--- src/rtl/ssra_pkg.sv ---
// How it works
// - Send-byte is start, address with write, command; device acks address and command.
// - The command byte of a send-byte lands in the register pointer.
// - A repeated start right after the last ack begins a read with no stop.
// - Write-byte acks address, command and data, then writes data to the selected register.
// - Receive-byte acks a read address, drives one byte, master nacks then stops.
// - Receive-byte returns the register chosen by the pointer left by earlier writes.
// - With alert asserted, device acks the alert address and returns its own address.
// - Returned address bits arbitrate; a loser stops driving and keeps alert asserted.
// - Alert drops only once its causing condition has gone away.
// - After 35 ms without bus activity, release the data line and abandon the transfer; alert stays driven.
// - Bit 6 of config register 0x40 at 1 disables the timeout; reset value 0.
// - A value below its low limit or above its high limit sets status and alert.
// - Only the fixed address 0101110 is answered, and the alert address while alert is asserted.
// - The first written byte goes to the pointer; a second byte goes to a register.
package ssra_pkg;

  localparam logic [6:0] OWN_ADDR      = 7'h2E;
  localparam logic [6:0] ARA_ADDR      = 7'h0C;
  localparam logic [7:0] ARA_REPLY     = {OWN_ADDR, 1'b0};

  localparam logic [7:0] REG_MEAS       = 8'h21;
  localparam logic [7:0] REG_CONFIG_ONE = 8'h40;
  localparam logic [7:0] REG_STATUS     = 8'h41;
  localparam logic [7:0] REG_LOW_LIMIT  = 8'h46;
  localparam logic [7:0] REG_HIGH_LIMIT = 8'h47;

  localparam int         CFG_BUS_TIMEOUT_OFF_BIT = 6;
  localparam int         STATUS_LOW_BIT          = 0;
  localparam int         STATUS_HIGH_BIT         = 1;

  localparam logic [7:0] CONFIG_ONE_RST = 8'h00;
  localparam logic [7:0] STATUS_RST     = 8'h00;
  localparam logic [7:0] LOW_LIMIT_RST  = 8'h00;
  localparam logic [7:0] HIGH_LIMIT_RST = 8'hFF;
  localparam logic [7:0] POINTER_RST    = 8'h00;

  localparam logic [3:0] BITS_PER_BYTE  = 4'h8;

  localparam int         CLK_FREQ_HZ        = 100_000_000;
  localparam int         BUS_TIMEOUT_MS     = 35;
  localparam int         BUS_TIMEOUT_CYCLES = BUS_TIMEOUT_MS * (CLK_FREQ_HZ / 1000);
  localparam int         TMO_CNT_W          = 22;

  typedef enum logic [2:0] {
    ST_IDLE,
    ST_ADDR,
    ST_ACK,
    ST_RX,
    ST_TX,
    ST_MACK,
    ST_WAIT
  } ssra_state_t;

endpackage : ssra_pkg

--- src/rtl/ssra_slave.sv ---
`timescale 1ns/10ps
`default_nettype none
module ssra_slave
  import ssra_pkg::*;
#(
  parameter int TIMEOUT_CYCLES = BUS_TIMEOUT_CYCLES
) (
  input  wire logic       CLK_IN,
  input  wire logic       RSTN_IN,
  input  wire logic       CE_IN,
  input  wire logic       SCL_IN,
  input  wire logic       SDA_IN,
  output logic            SDA_OUT,
  output logic            SDA_OE_OUT,
  input  wire logic       ALERT_IN,
  output logic            ALERT_OUT,
  output logic            ALERT_OE_OUT,
  input  wire logic [7:0] MEAS_IN,
  output logic [7:0]      CONFIG_ONE_OUT,
  output logic [7:0]      STATUS_OUT
);

  logic [1:0]  scl_sync;
  logic [1:0]  sda_sync;
  logic        scl_prev;
  logic        sda_prev;
  ssra_state_t state;
  logic [3:0]  bit_cnt;
  logic [7:0]  shreg;
  logic [7:0]  tx_sh;
  logic        rw;
  logic        is_ara;
  logic        have_cmd;
  logic        have_data;
  logic        sda_oe;
  logic [7:0]  pointer;
  logic [7:0]  config_one;
  logic [7:0]  status;
  logic [7:0]  low_limit;
  logic [7:0]  high_limit;
  logic [7:0]  meas_q;
  logic        alert_oe;
  logic        tmo;

  // Both bus lines arrive from outside the clock domain.
  always_ff @(posedge CLK_IN) begin
    if (!RSTN_IN) begin
      scl_sync <= 2'h3;
      sda_sync <= 2'h3;
      scl_prev <= 1'b1;
      sda_prev <= 1'b1;
    end else if (CE_IN) begin
      scl_sync <= {scl_sync[0], SCL_IN};
      sda_sync <= {sda_sync[0], SDA_IN};
      scl_prev <= scl_sync[1];
      sda_prev <= sda_sync[1];
    end
  end

  wire scl        = scl_sync[1];
  wire sda        = sda_sync[1];
  wire scl_rise   = scl && !scl_prev;
  wire scl_fall   = !scl && scl_prev;
  wire sda_rise   = sda && !sda_prev;
  wire sda_fall   = !sda && sda_prev;
  wire start_det  = sda_fall && scl && scl_prev;
  wire stop_det   = sda_rise && scl && scl_prev;
  wire activity   = scl_rise || scl_fall || sda_rise || sda_fall;
  wire byte_done  = scl_fall && (bit_cnt == BITS_PER_BYTE);
  wire addr_hit   = (shreg[7:1] == OWN_ADDR);
  wire ara_hit    = (shreg[7:1] == ARA_ADDR) && shreg[0] && alert_oe;
  wire tmo_off    = config_one[CFG_BUS_TIMEOUT_OFF_BIT];
  wire timer_run  = (state != ST_IDLE) && !tmo_off;
  wire ack_end    = (state == ST_ACK) && scl_fall;
  wire cmd_take   = (state == ST_RX) && byte_done && !have_cmd;
  wire data_take  = (state == ST_RX) && byte_done && have_cmd && !have_data;
  wire status_clr = ack_end && rw && !is_ara && (pointer == REG_STATUS);

  wire [7:0] rd_data =
    (pointer == REG_MEAS)       ? meas_q :
    (pointer == REG_CONFIG_ONE) ? config_one :
    (pointer == REG_STATUS)     ? status :
    (pointer == REG_LOW_LIMIT)  ? low_limit :
    (pointer == REG_HIGH_LIMIT) ? high_limit : 8'h00;
  wire [7:0] tx_load = is_ara ? ARA_REPLY : rd_data;

  wire [7:0] set_mask = ({7'h00, meas_q < low_limit} << STATUS_LOW_BIT)
                      | ({7'h00, meas_q > high_limit} << STATUS_HIGH_BIT);
  wire [7:0] clr_mask = status_clr ? 8'hFF : 8'h00;
  wire [7:0] next_status = (status & ~clr_mask) | set_mask;

  ssra_idle_timer #(
    .LIMIT (TIMEOUT_CYCLES)
  ) u_idle_timer (
    .clk_in      (CLK_IN),
    .rstn_in     (RSTN_IN),
    .ce_in       (CE_IN),
    .run_in      (timer_run),
    .activity_in (activity),
    .expired_out (tmo)
  );

  // Bytes are sampled on SCL rising edges and driven after falling edges.
  always_ff @(posedge CLK_IN) begin
    if (!RSTN_IN) begin
      state     <= ST_IDLE;
      bit_cnt   <= 4'h0;
      shreg     <= 8'h00;
      tx_sh     <= 8'h00;
      rw        <= 1'b0;
      is_ara    <= 1'b0;
      have_cmd  <= 1'b0;
      have_data <= 1'b0;
      sda_oe    <= 1'b0;
    end else if (CE_IN) begin
      if (tmo) begin
        state  <= ST_IDLE;
        sda_oe <= 1'b0;
      end else if (start_det) begin
        state     <= ST_ADDR;
        bit_cnt   <= 4'h0;
        sda_oe    <= 1'b0;
        have_cmd  <= 1'b0;
        have_data <= 1'b0;
      end else if (stop_det) begin
        state  <= ST_IDLE;
        sda_oe <= 1'b0;
      end else begin
        unique case (state)
          ST_IDLE, ST_WAIT: begin
          end
          ST_ADDR: begin
            if (scl_rise) begin
              shreg   <= {shreg[6:0], sda};
              bit_cnt <= bit_cnt + 4'h1;
            end else if (byte_done) begin
              if (addr_hit || ara_hit) begin
                sda_oe <= 1'b1;
                rw     <= shreg[0];
                is_ara <= !addr_hit;
                state  <= ST_ACK;
              end else begin
                state <= ST_WAIT;
              end
            end
          end
          ST_ACK: begin
            if (scl_fall) begin
              bit_cnt <= 4'h0;
              if (rw) begin
                tx_sh  <= tx_load;
                sda_oe <= !tx_load[7];
                state  <= ST_TX;
              end else begin
                sda_oe <= 1'b0;
                state  <= ST_RX;
              end
            end
          end
          ST_RX: begin
            if (scl_rise) begin
              shreg   <= {shreg[6:0], sda};
              bit_cnt <= bit_cnt + 4'h1;
            end else if (byte_done) begin
              if (!have_data) begin
                sda_oe    <= 1'b1;
                have_cmd  <= 1'b1;
                have_data <= have_cmd;
                state     <= ST_ACK;
              end else begin
                state <= ST_WAIT;
              end
            end
          end
          ST_TX: begin
            if (scl_rise) begin
              bit_cnt <= bit_cnt + 4'h1;
              if (!sda_oe && !sda) begin
                state <= ST_WAIT;
              end
            end else if (scl_fall) begin
              if (bit_cnt == BITS_PER_BYTE) begin
                sda_oe <= 1'b0;
                state  <= ST_MACK;
              end else begin
                tx_sh  <= {tx_sh[6:0], 1'b0};
                sda_oe <= !tx_sh[6];
              end
            end
          end
          ST_MACK: begin
            if (scl_rise) begin
              state <= ST_WAIT;
            end
          end
        endcase
      end
    end
  end

  // Status bits are sticky; a read of the status register clears them, but a live condition sets them again.
  always_ff @(posedge CLK_IN) begin
    if (!RSTN_IN) begin
      pointer    <= POINTER_RST;
      config_one <= CONFIG_ONE_RST;
      low_limit  <= LOW_LIMIT_RST;
      high_limit <= HIGH_LIMIT_RST;
      status     <= STATUS_RST;
      meas_q     <= 8'h00;
      alert_oe   <= 1'b0;
    end else if (CE_IN) begin
      meas_q   <= MEAS_IN;
      status   <= next_status;
      alert_oe <= |next_status;
      if (cmd_take) begin
        pointer <= shreg;
      end
      if (data_take && (pointer == REG_CONFIG_ONE)) begin
        config_one <= shreg;
      end
      if (data_take && (pointer == REG_LOW_LIMIT)) begin
        low_limit <= shreg;
      end
      if (data_take && (pointer == REG_HIGH_LIMIT)) begin
        high_limit <= shreg;
      end
    end
  end

  assign SDA_OUT        = 1'b0;
  assign SDA_OE_OUT     = sda_oe;
  assign ALERT_OUT      = 1'b0;
  assign ALERT_OE_OUT   = alert_oe;
  assign CONFIG_ONE_OUT = config_one;
  assign STATUS_OUT     = status;

  wire unused_alert = ALERT_IN;

  chk_timeout_release: assert property (@(posedge CLK_IN) disable iff (!RSTN_IN)
    CE_IN && tmo |=> !SDA_OE_OUT && (state == ST_IDLE))
    else $error("timeout did not release the bus");

  chk_stop_idle: assert property (@(posedge CLK_IN) disable iff (!RSTN_IN)
    CE_IN && stop_det && !start_det && !tmo |=> (state == ST_IDLE) && !SDA_OE_OUT)
    else $error("stop did not return to idle");

  chk_pointer_load: assert property (@(posedge CLK_IN) disable iff (!RSTN_IN)
    CE_IN && cmd_take && !tmo && !stop_det && !start_det |=> pointer == $past(shreg))
    else $error("first write byte not stored in pointer");

  chk_config_write: assert property (@(posedge CLK_IN) disable iff (!RSTN_IN)
    CE_IN && data_take && (pointer == REG_CONFIG_ONE) |=> config_one == $past(shreg) && pointer == $past(pointer))
    else $error("data byte not written to selected register");

  chk_ara_reply: assert property (@(posedge CLK_IN) disable iff (!RSTN_IN)
    CE_IN && ack_end && rw && is_ara && !tmo && !start_det && !stop_det
    |=> (tx_sh == ARA_REPLY) && (state == ST_TX))
    else $error("alert response did not load own address");

  chk_arb_loss: assert property (@(posedge CLK_IN) disable iff (!RSTN_IN)
    CE_IN && (state == ST_TX) && scl_rise && !sda_oe && !sda
    |=> !SDA_OE_OUT ##1 (!SDA_OE_OUT || state != ST_TX))
    else $error("device kept driving after losing arbitration");

  chk_alert_cause: assert property (@(posedge CLK_IN) disable iff (!RSTN_IN)
    CE_IN && (meas_q < low_limit) |=> ALERT_OE_OUT && status[STATUS_LOW_BIT])
    else $error("low limit violation did not raise alert");

  chk_alert_hold: assert property (@(posedge CLK_IN) disable iff (!RSTN_IN)
    CE_IN && status_clr && (meas_q > high_limit) |=> ALERT_OE_OUT)
    else $error("alert dropped while its cause remained");

  chk_timeout_off: assert property (@(posedge CLK_IN) disable iff (!RSTN_IN)
    tmo_off ##1 tmo_off |-> !tmo)
    else $error("timeout fired while disabled");

  chk_addr_nack: assert property (@(posedge CLK_IN) disable iff (!RSTN_IN)
    CE_IN && (state == ST_ADDR) && byte_done && !addr_hit && !ara_hit && !tmo && !start_det && !stop_det
    |=> !SDA_OE_OUT [*2])
    else $error("foreign address was acknowledged");

  chk_ack_hold: assert property (@(posedge CLK_IN) disable iff (!RSTN_IN)
    CE_IN && (state == ST_ACK) && !scl_fall && !tmo && !start_det && !stop_det |=> SDA_OE_OUT)
    else $error("acknowledge released before the clock fell");

  chk_tx_release: assert property (@(posedge CLK_IN) disable iff (!RSTN_IN)
    CE_IN && (state == ST_TX) && scl_fall && (bit_cnt == BITS_PER_BYTE) && !tmo
    |=> !SDA_OE_OUT && (state == ST_MACK))
    else $error("data line not released after the read byte");

  chk_third_nack: assert property (@(posedge CLK_IN) disable iff (!RSTN_IN)
    CE_IN && (state == ST_RX) && byte_done && have_data && !tmo
    |=> !SDA_OE_OUT && (state == ST_WAIT))
    else $error("byte after the data byte was acknowledged");

  chk_read_config: assert property (@(posedge CLK_IN) disable iff (!RSTN_IN)
    CE_IN && ack_end && rw && !is_ara && (pointer == REG_CONFIG_ONE) && !tmo
    |=> (tx_sh == $past(config_one)) && (state == ST_TX))
    else $error("read did not load the register at the pointer");

  chk_ara_gate: assert property (@(posedge CLK_IN) disable iff (!RSTN_IN)
    CE_IN && (state == ST_ADDR) && byte_done && (shreg[7:1] == ARA_ADDR) && !ALERT_OE_OUT && !tmo
    |=> !SDA_OE_OUT)
    else $error("alert address acknowledged without alert");

  chk_idle_no_timeout: assert property (@(posedge CLK_IN) disable iff (!RSTN_IN)
    CE_IN && (state == ST_IDLE) |=> !tmo)
    else $error("timeout fired on an idle bus");

endmodule : ssra_slave
`default_nettype wire

--- src/rtl/ssra_idle_timer.sv ---
`timescale 1ns/10ps
`default_nettype none
module ssra_idle_timer
  import ssra_pkg::*;
#(
  parameter int LIMIT = BUS_TIMEOUT_CYCLES
) (
  input  wire logic clk_in,
  input  wire logic rstn_in,
  input  wire logic ce_in,
  input  wire logic run_in,
  input  wire logic activity_in,
  output logic      expired_out
);

  logic [TMO_CNT_W-1:0] count;
  wire                  at_limit = (count == TMO_CNT_W'(LIMIT - 1));

  // The count restarts on every bus edge, so only a silent bus reaches the limit.
  always_ff @(posedge clk_in) begin
    if (!rstn_in) begin
      count       <= '0;
      expired_out <= 1'b0;
    end else if (ce_in) begin
      expired_out <= run_in && !activity_in && at_limit;
      if (!run_in || activity_in || at_limit) begin
        count <= '0;
      end else begin
        count <= count + TMO_CNT_W'(1);
      end
    end
  end

  chk_silence_only: assert property (@(posedge clk_in) disable iff (!rstn_in)
    expired_out |-> $past(run_in) && !$past(activity_in))
    else $error("timeout fired without a silent running bus");

endmodule : ssra_idle_timer
`default_nettype wire

--- config.mk ---
export PLATFORM = sky130hd
export DESIGN_NAME = ssra_slave
export DESIGN_NICKNAME = d
export VERILOG_FILES = /design/src/rtl/ssra_pkg.sv /design/src/rtl/ssra_slave.sv /design/src/rtl/ssra_idle_timer.sv
export SDC_FILE = /design/constraint.sdc
export NUM_CORES = 1
export LEC_CHECK = 0
export ABC_AREA = 1
export BUFFER_PORTS_ARGS = -buffer_cell sky130_fd_sc_hd__buf_4
export CELL_PAD_IN_SITES_DETAIL_PLACEMENT = 1
export CELL_PAD_IN_SITES_GLOBAL_PLACEMENT = 1
export CORE_MARGIN = 3
export CORE_UTILIZATION = 41
export CTS_CLUSTER_DIAMETER = 60
export DETAILED_ROUTE_END_ITERATION = 12
export PLACE_DENSITY_LB_ADDON = 0.1
export REMOVE_ABC_BUFFERS = 1
export SLEW_MARGIN = 10
export SYNTH_ARGS = -nofsm -noshare
export SYNTH_HDL_FRONTEND = slang
export SYNTH_SLANG_ARGS = --single-unit
--- constraint.sdc ---
create_clock -name CLK_IN -period 2 [get_ports CLK_IN]
set_clock_uncertainty 0.05 [all_clocks]
set_input_delay 0.6 -clock CLK_IN [delete_from_list [all_inputs] [get_ports CLK_IN]]
set_output_delay 0.6 -clock CLK_IN [all_outputs]
set_load 0.1 [all_outputs]
==> run metrics, run 1 <==
Worst Hold Class in -> reg; unrepaired setup endpoints after global routing true; number of pins exceeding their max-slew limit in the final report 0; via count of the first global-routing pass 5,856; buffers added on ports 30; io pins 34; layout cell share with drive strength beyond 1 15.2%; Critical R2R Launch bit_cnt[0]$_SDFFE_PN0P_; combined area of the multi-input logic cells 3000 µm²; Buf+Inv Stages, Crit Path 4; final instance area 6660 µm²; number of rows in the core area between 40 and 50; largest delay contributor family on the critical path simple AND/OR/NAND/NOR gates; Crit path largest cell delay between 0.3 and 0.4 ns; number of antenna violations at the first check in global routing 0; number of remaining DRC errors 0; utilization after layout about half; average wire per cell in the routed design between 15 and 20 µm; Total Power 5.82 mW; clock tree from TritonCTS yes; area of the die 14,800 µm²; Finish-stage setup viols 0; max frequency approximately 0.53 GHz; Gate power share 27.7%; clock insertion delay at the later pin of the skew report 0.36 ns; worst path arrival time 2.14 ns; slack of the worst reg-to-reg path 0.10 ns; final critical delay including setup and external delays 1.90 ns; number of buffers created by CTS 9; launching element of the worst setup path bit_cnt[0]$_SDFFE_PN0P_; path type of the worst setup path reg -> reg; number of standard cells after synthesis just over 800; startpoint of the tightest hold check path SDA_IN; critical path fanouts, max 7; sequential share of power 39.1%; number of hold violations in the final report 0; clock root buffer sky130_fd_sc_hd__clkbuf_16; largest net degree at the start of global routing 53; DR iter-0 viols between 300 and 400; post-synthesis to final-layout area growth 21.0%; H-tree depth reported by CTS 3; critical path data required time 2.24 ns; cell depth of the worst hold path 3; die height 122 µm; Post-Synthesis Cell Area 5500 µm²; critical path cell sequence inv_2 > ha_2 > nand3_2 > inv_2 > nand3_4 > nor2_4 > nand3_4 > nor3_4 > buf_12 > buf_6 > o21ai_0 > a21oi_1; count of filler cells inserted in the layout 1,681; vias per cell 5.39; horizontal extent of the die approximately 120 µm; switching power 1.98 mW; clock buffer depth 2; Max Cap Violations 0; number of vias after detailed routing 5,633; maximum ir drop on the vdd rail between 0.3 and 0.4 mV; number of sinks on the clock net 105; Std-Cell Core Area ~13,000 µm²; outcome finished clean; routed wire length 17,800 µm; Detailed Place HPWL 13,200 µm; number of iterations in the first detailed-routing pass 4; nature of the critical path endpoint register; proportion of synthesized chip area in sequential cells 38.2%; Switching Fraction about a third; length in cells of the worst reg-to-reg path 12; Final nets 907; final standard cell count with taps included and fillers excluded 1,045; cell area after placement 6120 µm²; Power Dens Cells 874 nW/µm²; first-pass GRT wire length 28,700 µm; crit share post-route between 90% and 100%; post-synthesis sequential element count 105; nature of the critical path startpoint register; Sequential Area 2110 µm²; Crit-path slowest cell sky130_fd_sc_hd__dfxtp_2; critical register-to-register path endpoint CONFIG_ONE_OUT[4]$_SDFFE_PN0P_; routability-driven placement congestion ratio about 0.89; proportion of power drawn by the clock network 33.2%; number of cells in the design after placement 1,020; clock transition at the register clock pins on the worst setup and hold paths after CTS 0.07 ns; number of antenna cells inserted 0; overall track demand over capacity in global routing 24.5%; yosys synthesis warning count 0; Min-Delay Endpoint sda_sync[0]$_SDFFE_PN1P_; initial core utilization 42.7%; distinct cell type count after synthesis 42; number of routed nets with antenna violations 0; Overflow after GRT 0; Internal 3.84 mW; leakage power of the design about 2.9 nW; average size of a mapped cell between 6 and 7 µm²
## worst min-delay path, stage by stage
cell and delay (ns):
sky130_fd_sc_hd__buf_4 0.07, sky130_fd_sc_hd__nand2_1 0.04, sky130_fd_sc_hd__nand3_1 0.06
## metrics by stage
stage / setup slack [ns] / setup TNS (ns) / hold WS [ns]
floorplan: 0.0491 / 0 / 0.379
global placement: 0.00523 / 0 / 0.399
detailed placement: -0.0593 / -0.150 / 0.408
CTS: 0.0120 / 0 / 0.391
global route: -0.0347 / -0.101 / 0.413
finish: 0.103 / 0 / 0.399
## power groups by stage
stage	combinational [mW]	clock [mW]	sequential, mW
6_report	1.61	1.93	2.28
5_1_grt	1.81	2.04	2.29
4_1_cts	1.46	1.97	2.27
3_5_place_dp	1.43	0	2.31
3_3_place_gp	1.36	0	2.31
2_1_floorplan	0.857	0	2.37
## logic make-up (layout without fill, tap and decap cells)
| kind of cell | Yosys count | in the layout | synth area share (%) |
|---|---|---|---|
| other | 1 | 2 | 0.0681 |
| XOR/XNOR | 8 | 8 | 1.27 |
| adder cells (fa/ha/maj) | 22 | 22 | 5.00 |
| flip-flops | 105 | 105 | 38.2 |
| AND/OR/NAND/NOR | 360 | 361 | 28.3 |
| buffers and inverters | 132 | 197 | 9.66 |
| AO/OA/AOI/OAI | 178 | 178 | 17.5 |
## placed cells by master, fill, tap and decap left out, types with 9 or more instances in the layout
cell type	instances
sky130_fd_sc_hd__a21oi_1	81
sky130_fd_sc_hd__buf_4	71
sky130_fd_sc_hd__clkbuf_16	9
sky130_fd_sc_hd__dfxtp_1	102
sky130_fd_sc_hd__ha_1	20
sky130_fd_sc_hd__inv_1	100
sky130_fd_sc_hd__nand2_1	160
sky130_fd_sc_hd__nand3_1	42
sky130_fd_sc_hd__nand4_1	11
sky130_fd_sc_hd__nor2_1	89
sky130_fd_sc_hd__nor3_1	22
sky130_fd_sc_hd__o211ai_1	11
sky130_fd_sc_hd__o21ai_0	62
## cells in the mapped netlist, drive strengths merged
cell type	instances	area (µm²)
o31ai	1	7.51
o21bai	1	7.51
nand2	165	624
a22oi	1	7.51
o21ai	69	345
nand3	47	250
o41ai	1	8.76
o22ai	4	25.0
a21o	1	7.51
and2	1	6.26
inv	108	405
o2111ai	4	35.0
nor2	100	388
dfxtp	105	2100
nor4b	1	8.76
nor3	28	163
o21a	1	7.51
buf	10	73.8
nand3b	1	7.51
conb	1	3.75
and3	1	6.26
xor2	7	61.3
clkbuf	14	52.6
o211ai	11	82.6
o221ai	1	8.76
a21oi	82	410
nor3b	3	22.5
xnor2	1	8.76
nand4	11	68.8
o2bb2ai	1	8.76
ha	22	275
nor4	2	12.5
## what timing repair did
| action | in CTS | in global routing |
|---|---|---|
| hold buffers | 0 | 0 |
| cloned | 0 | 1 |
| pin swaps | 0 | 7 |
| buffers inserted | 0 | 11 |
| gates resized for setup | 4 | 43 |
| setup endpoints to repair | 11 | 75 |
## cell type report
cell class | count | share of cell area (%)
multi-input cells | 571 | 45.1
clock buffers | 10 | 3.59
clock inverters | 3 | 1.01
flip-flops and latches | 105 | 31.6
inverters | 108 | 6.09
well taps | 172 | 3.23
repair buffers | 76 | 9.37
## sequential cells by signal, summed over array words and instances, names as in the netlist, 2 cells and up
register            cells
shreg                   8
scl_sync                2
STATUS_OUT              8
tx_sh                   7
bit_cnt                 4
pointer                 8
sda_sync                2
CONFIG_ONE_OUT          8
u_idle_timer.count     22
state                   3
high_limit              8
meas_q                  8
low_limit               8
## worst max-delay path by stage
| stage | to | slack, ns | cells past startpoint |
|---|---|---|---|
| after floorplan | u_idle_timer.count[3]$_SDFFE_PN0P_ | 0.05 | 7 |
| after global placement | u_idle_timer.count[3]$_SDFFE_PN0P_ | 0.005 | 7 |
| after detailed placement | u_idle_timer.count[6]$_SDFFE_PN0P_ | -0.06 | 10 |
| after CTS | CONFIG_ONE_OUT[3]$_SDFFE_PN0P_ | 0.01 | 11 |
| after global routing | state[0]$_SDFFE_PN0P_ | -0.03 | 12 |
| final | CONFIG_ONE_OUT[4]$_SDFFE_PN0P_ | 0.10 | 12 |
## layer usage
layer | global-route usage [%] | vias to the layer above | wire length [µm]
met5 | 0 | - | 0
met4 | 7.84 | 0 | 315
met3 | 4.04 | 29 | 700
met2 | 41.4 | 115 | 8480
met1 | 32.1 | 2716 | 8310
li1 | - | 2773 | -
Power figures use the tool's default switching activity.
==> run 2, diff against run 1 <==
CTS_BUF_LIST = sky130_fd_sc_hd__clkbuf_8   (was default)
SETUP_SLACK_MARGIN = 0.05   (was default)
==> run metrics, run 2 (synthesized netlist as in run 1, its figures left out) <==
number of iterations in the first detailed-routing pass 5 (+1); sequential share of power 41.8% (+2.7 points); number of rows in the core area 41 (unchanged); cell depth of the worst hold path 3 (unchanged); Buf+Inv Stages, Crit Path 1 (-3); Overflow after GRT 0 (unchanged); nature of the critical path endpoint output pin; count of filler cells inserted in the layout 1,678 (-0.18%); most common library cell in the layout ignoring fill and taps sky130_fd_sc_hd__nand2_1; startpoint of the tightest hold check path SDA_IN; Critical R2R Launch scl_sync[1]$_SDFFE_PN1P_; number of vias after detailed routing 5,622 (-0.20%); nature of the critical path startpoint register; number of buffers added to fix hold violations after cts 0 (unchanged); Crit path largest cell delay 0.50 ns (+0.18 ns); clock transition at the register clock pins on the worst setup and hold paths after CTS 0.10 ns (+0.03 ns); clock root buffer sky130_fd_sc_hd__clkbuf_8; die height 122 µm (unchanged); number of antenna violations at the first check in global routing 0 (unchanged); length in cells of the worst reg-to-reg path 11 (-1); routability-driven placement congestion ratio 0.887 (unchanged); overall track demand over capacity in global routing 24.7% (+0.20 points); vias per cell 5.37 (-0.39%); Total Power 5.45 mW (-6.3%); Crit-path slowest cell sky130_fd_sc_hd__dfxtp_1; final critical delay including setup and external delays 1.90 ns (-0.0000210 ns); initial core utilization 42.7% (unchanged); post-synthesis to final-layout area growth 21.5%; cell area after placement 6120 µm² (unchanged); buffers added on ports 30 (unchanged); max frequency 0.527 GHz (about the same); Std-Cell Core Area 12,900 µm² (unchanged); Finish-stage setup viols 0 (unchanged); switching power 1.95 mW (-1.6%); Detailed Place HPWL 13,200 µm (unchanged); largest net degree at the start of global routing 53 (unchanged); worst path arrival time 1.25 ns (-0.89 ns); dpl ws -0.0593 ns (unchanged); critical path data required time 1.35 ns (-0.89 ns); Gate power share 30.9% (+3.2 points); number of hold violations in the final report 0 (unchanged); critical path cell sequence buf_4; clock tree from TritonCTS yes; unrepaired setup endpoints after global routing true; fin worst setup slack 0.103 ns (+0.0000210 ns); Final nets 909 (+0.22%); clock insertion delay at the later pin of the skew report 0.39 ns (+0.03 ns); horizontal extent of the die 122 µm (unchanged); number of remaining DRC errors 0 (unchanged); Max Cap Violations 0 (unchanged); most flop-heavy register u_idle_timer.count; DR iter-0 viols 390 (+17%); Min-Delay Endpoint sda_sync[0]$_SDFFE_PN1P_; leakage power of the design 2.88 nW (-1.0%); number of flip-flops under the largest register name 22 (unchanged); most frequent cells in the layout sky130_fd_sc_hd__nand2_1, sky130_fd_sc_hd__dfxtp_1, sky130_fd_sc_hd__inv_1; outcome finished clean; H-tree depth reported by CTS 3 (unchanged); critical path fanouts, max 4 (-3); clock buffer depth 2 (unchanged); utilization after layout 51.9% (+0.19 points); average wire per cell in the routed design 17.1 µm (+0.54%); maximum ir drop on the vdd rail 0.416 mV (+4.5%); Worst Hold Class in -> reg; critical register-to-register path endpoint u_idle_timer.count[6]$_SDFFE_PN0P_; path type of the worst setup path reg -> out; number of sinks on the clock net 105 (unchanged); Switching Fraction 35.7% (+1.7 points); io pins 34 (unchanged); final instance area 6690 µm² (+0.38%); first-pass GRT wire length 29,000 µm (+1.1%); number of antenna cells inserted 0 (unchanged); slack of the worst reg-to-reg path 0.11 ns (about the same); number of buffers created by CTS 9 (unchanged); Power Dens Cells 816 nW/µm² (-6.6%); number of pins exceeding their max-slew limit in the final report 0 (unchanged); routed wire length 17,900 µm (+0.74%); via count of the first global-routing pass 5,863 (+0.12%); Internal 3.51 mW (-8.7%); number of routed nets with antenna violations 0 (unchanged); proportion of power drawn by the clock network 27.3% (-5.9 points); largest delay contributor family on the critical path flip-flops; crit share post-route 94.9% (about the same); area of the die 14,800 µm² (unchanged); layout cell share with drive strength beyond 1 17.7% (+2.5 points)
==> run 2: worst max path at each step <==
stage	slack, ns	startpoint	endpoint	cells after the start
CTS	0.04	scl_sync[1]$_SDFFE_PN1P_	u_idle_timer.count[6]$_SDFFE_PN0P_	10
detailed placement	-0.06	scl_sync[1]$_SDFFE_PN1P_	u_idle_timer.count[6]$_SDFFE_PN0P_	10
finish	0.10	CONFIG_ONE_OUT[6]$_SDFFE_PN0P_	CONFIG_ONE_OUT[6]	1
global route	-0.01	scl_sync[1]$_SDFFE_PN1P_	u_idle_timer.count[3]$_SDFFE_PN0P_	11
global placement	0.005	CE_IN	u_idle_timer.count[3]$_SDFFE_PN0P_	7
floorplan	0.05	CONFIG_ONE_OUT[6]$_SDFFE_PN0P_	u_idle_timer.count[3]$_SDFFE_PN0P_	7
==> run 2: timing repair <==
action,4_1_cts,5_1_grt
gates resized for setup,12,59
cloned,1,2
setup endpoints to repair,35,83
pin swaps,3,8
buffers inserted,4,7
==> run 2: cell type report <==
class                           count  area [µm²]  share of cell area (%)
Tap cell                          172         215                    3.22
Timing Repair Buffer               77         656                    9.81
Multi-Input combinational cell    572        3090                    46.2
Clock inverter                      3        67.6                    1.01
Inverter                          108         408                    6.10
Clock buffer                       10         138                    2.06
Sequential cell                   105        2110                    31.6
==> run 2: power by group through the flow <==
| stage | Clock, mW | Combinational (mW) | Sequential (mW) |
|---|---|---|---|
| 2_1_floorplan | 0 | 0.857 | 2.37 |
| 3_3_place_gp | 0 | 1.36 | 2.31 |
| 3_5_place_dp | 0 | 1.43 | 2.31 |
| 4_1_cts | 1.51 | 1.48 | 2.27 |
| 5_1_grt | 1.60 | 1.89 | 2.29 |
| 6_report | 1.49 | 1.69 | 2.28 |
==> run 2: metal layers <==
layer | track usage [%] | wire, µm | vias up
met5 | 0 | 0 | -
met4 | 7.63 | 299 | 0
met3 | 4.22 | 610 | 25
met2 | 41.3 | 8550 | 97
met1 | 32.7 | 8480 | 2724
li1 | - | - | 2776
==> run 2: per-stage QoR <==
step,setup TNS (ns),hold slack [ns],cells
2_1_floorplan,0,0.379,783
3_3_place_gp,0,0.399,1020
3_5_place_dp,-0.150,0.408,1020
4_1_cts,0,0.349,1038
5_1_grt,-0.0201,0.364,1047
6_report,0,0.360,1047
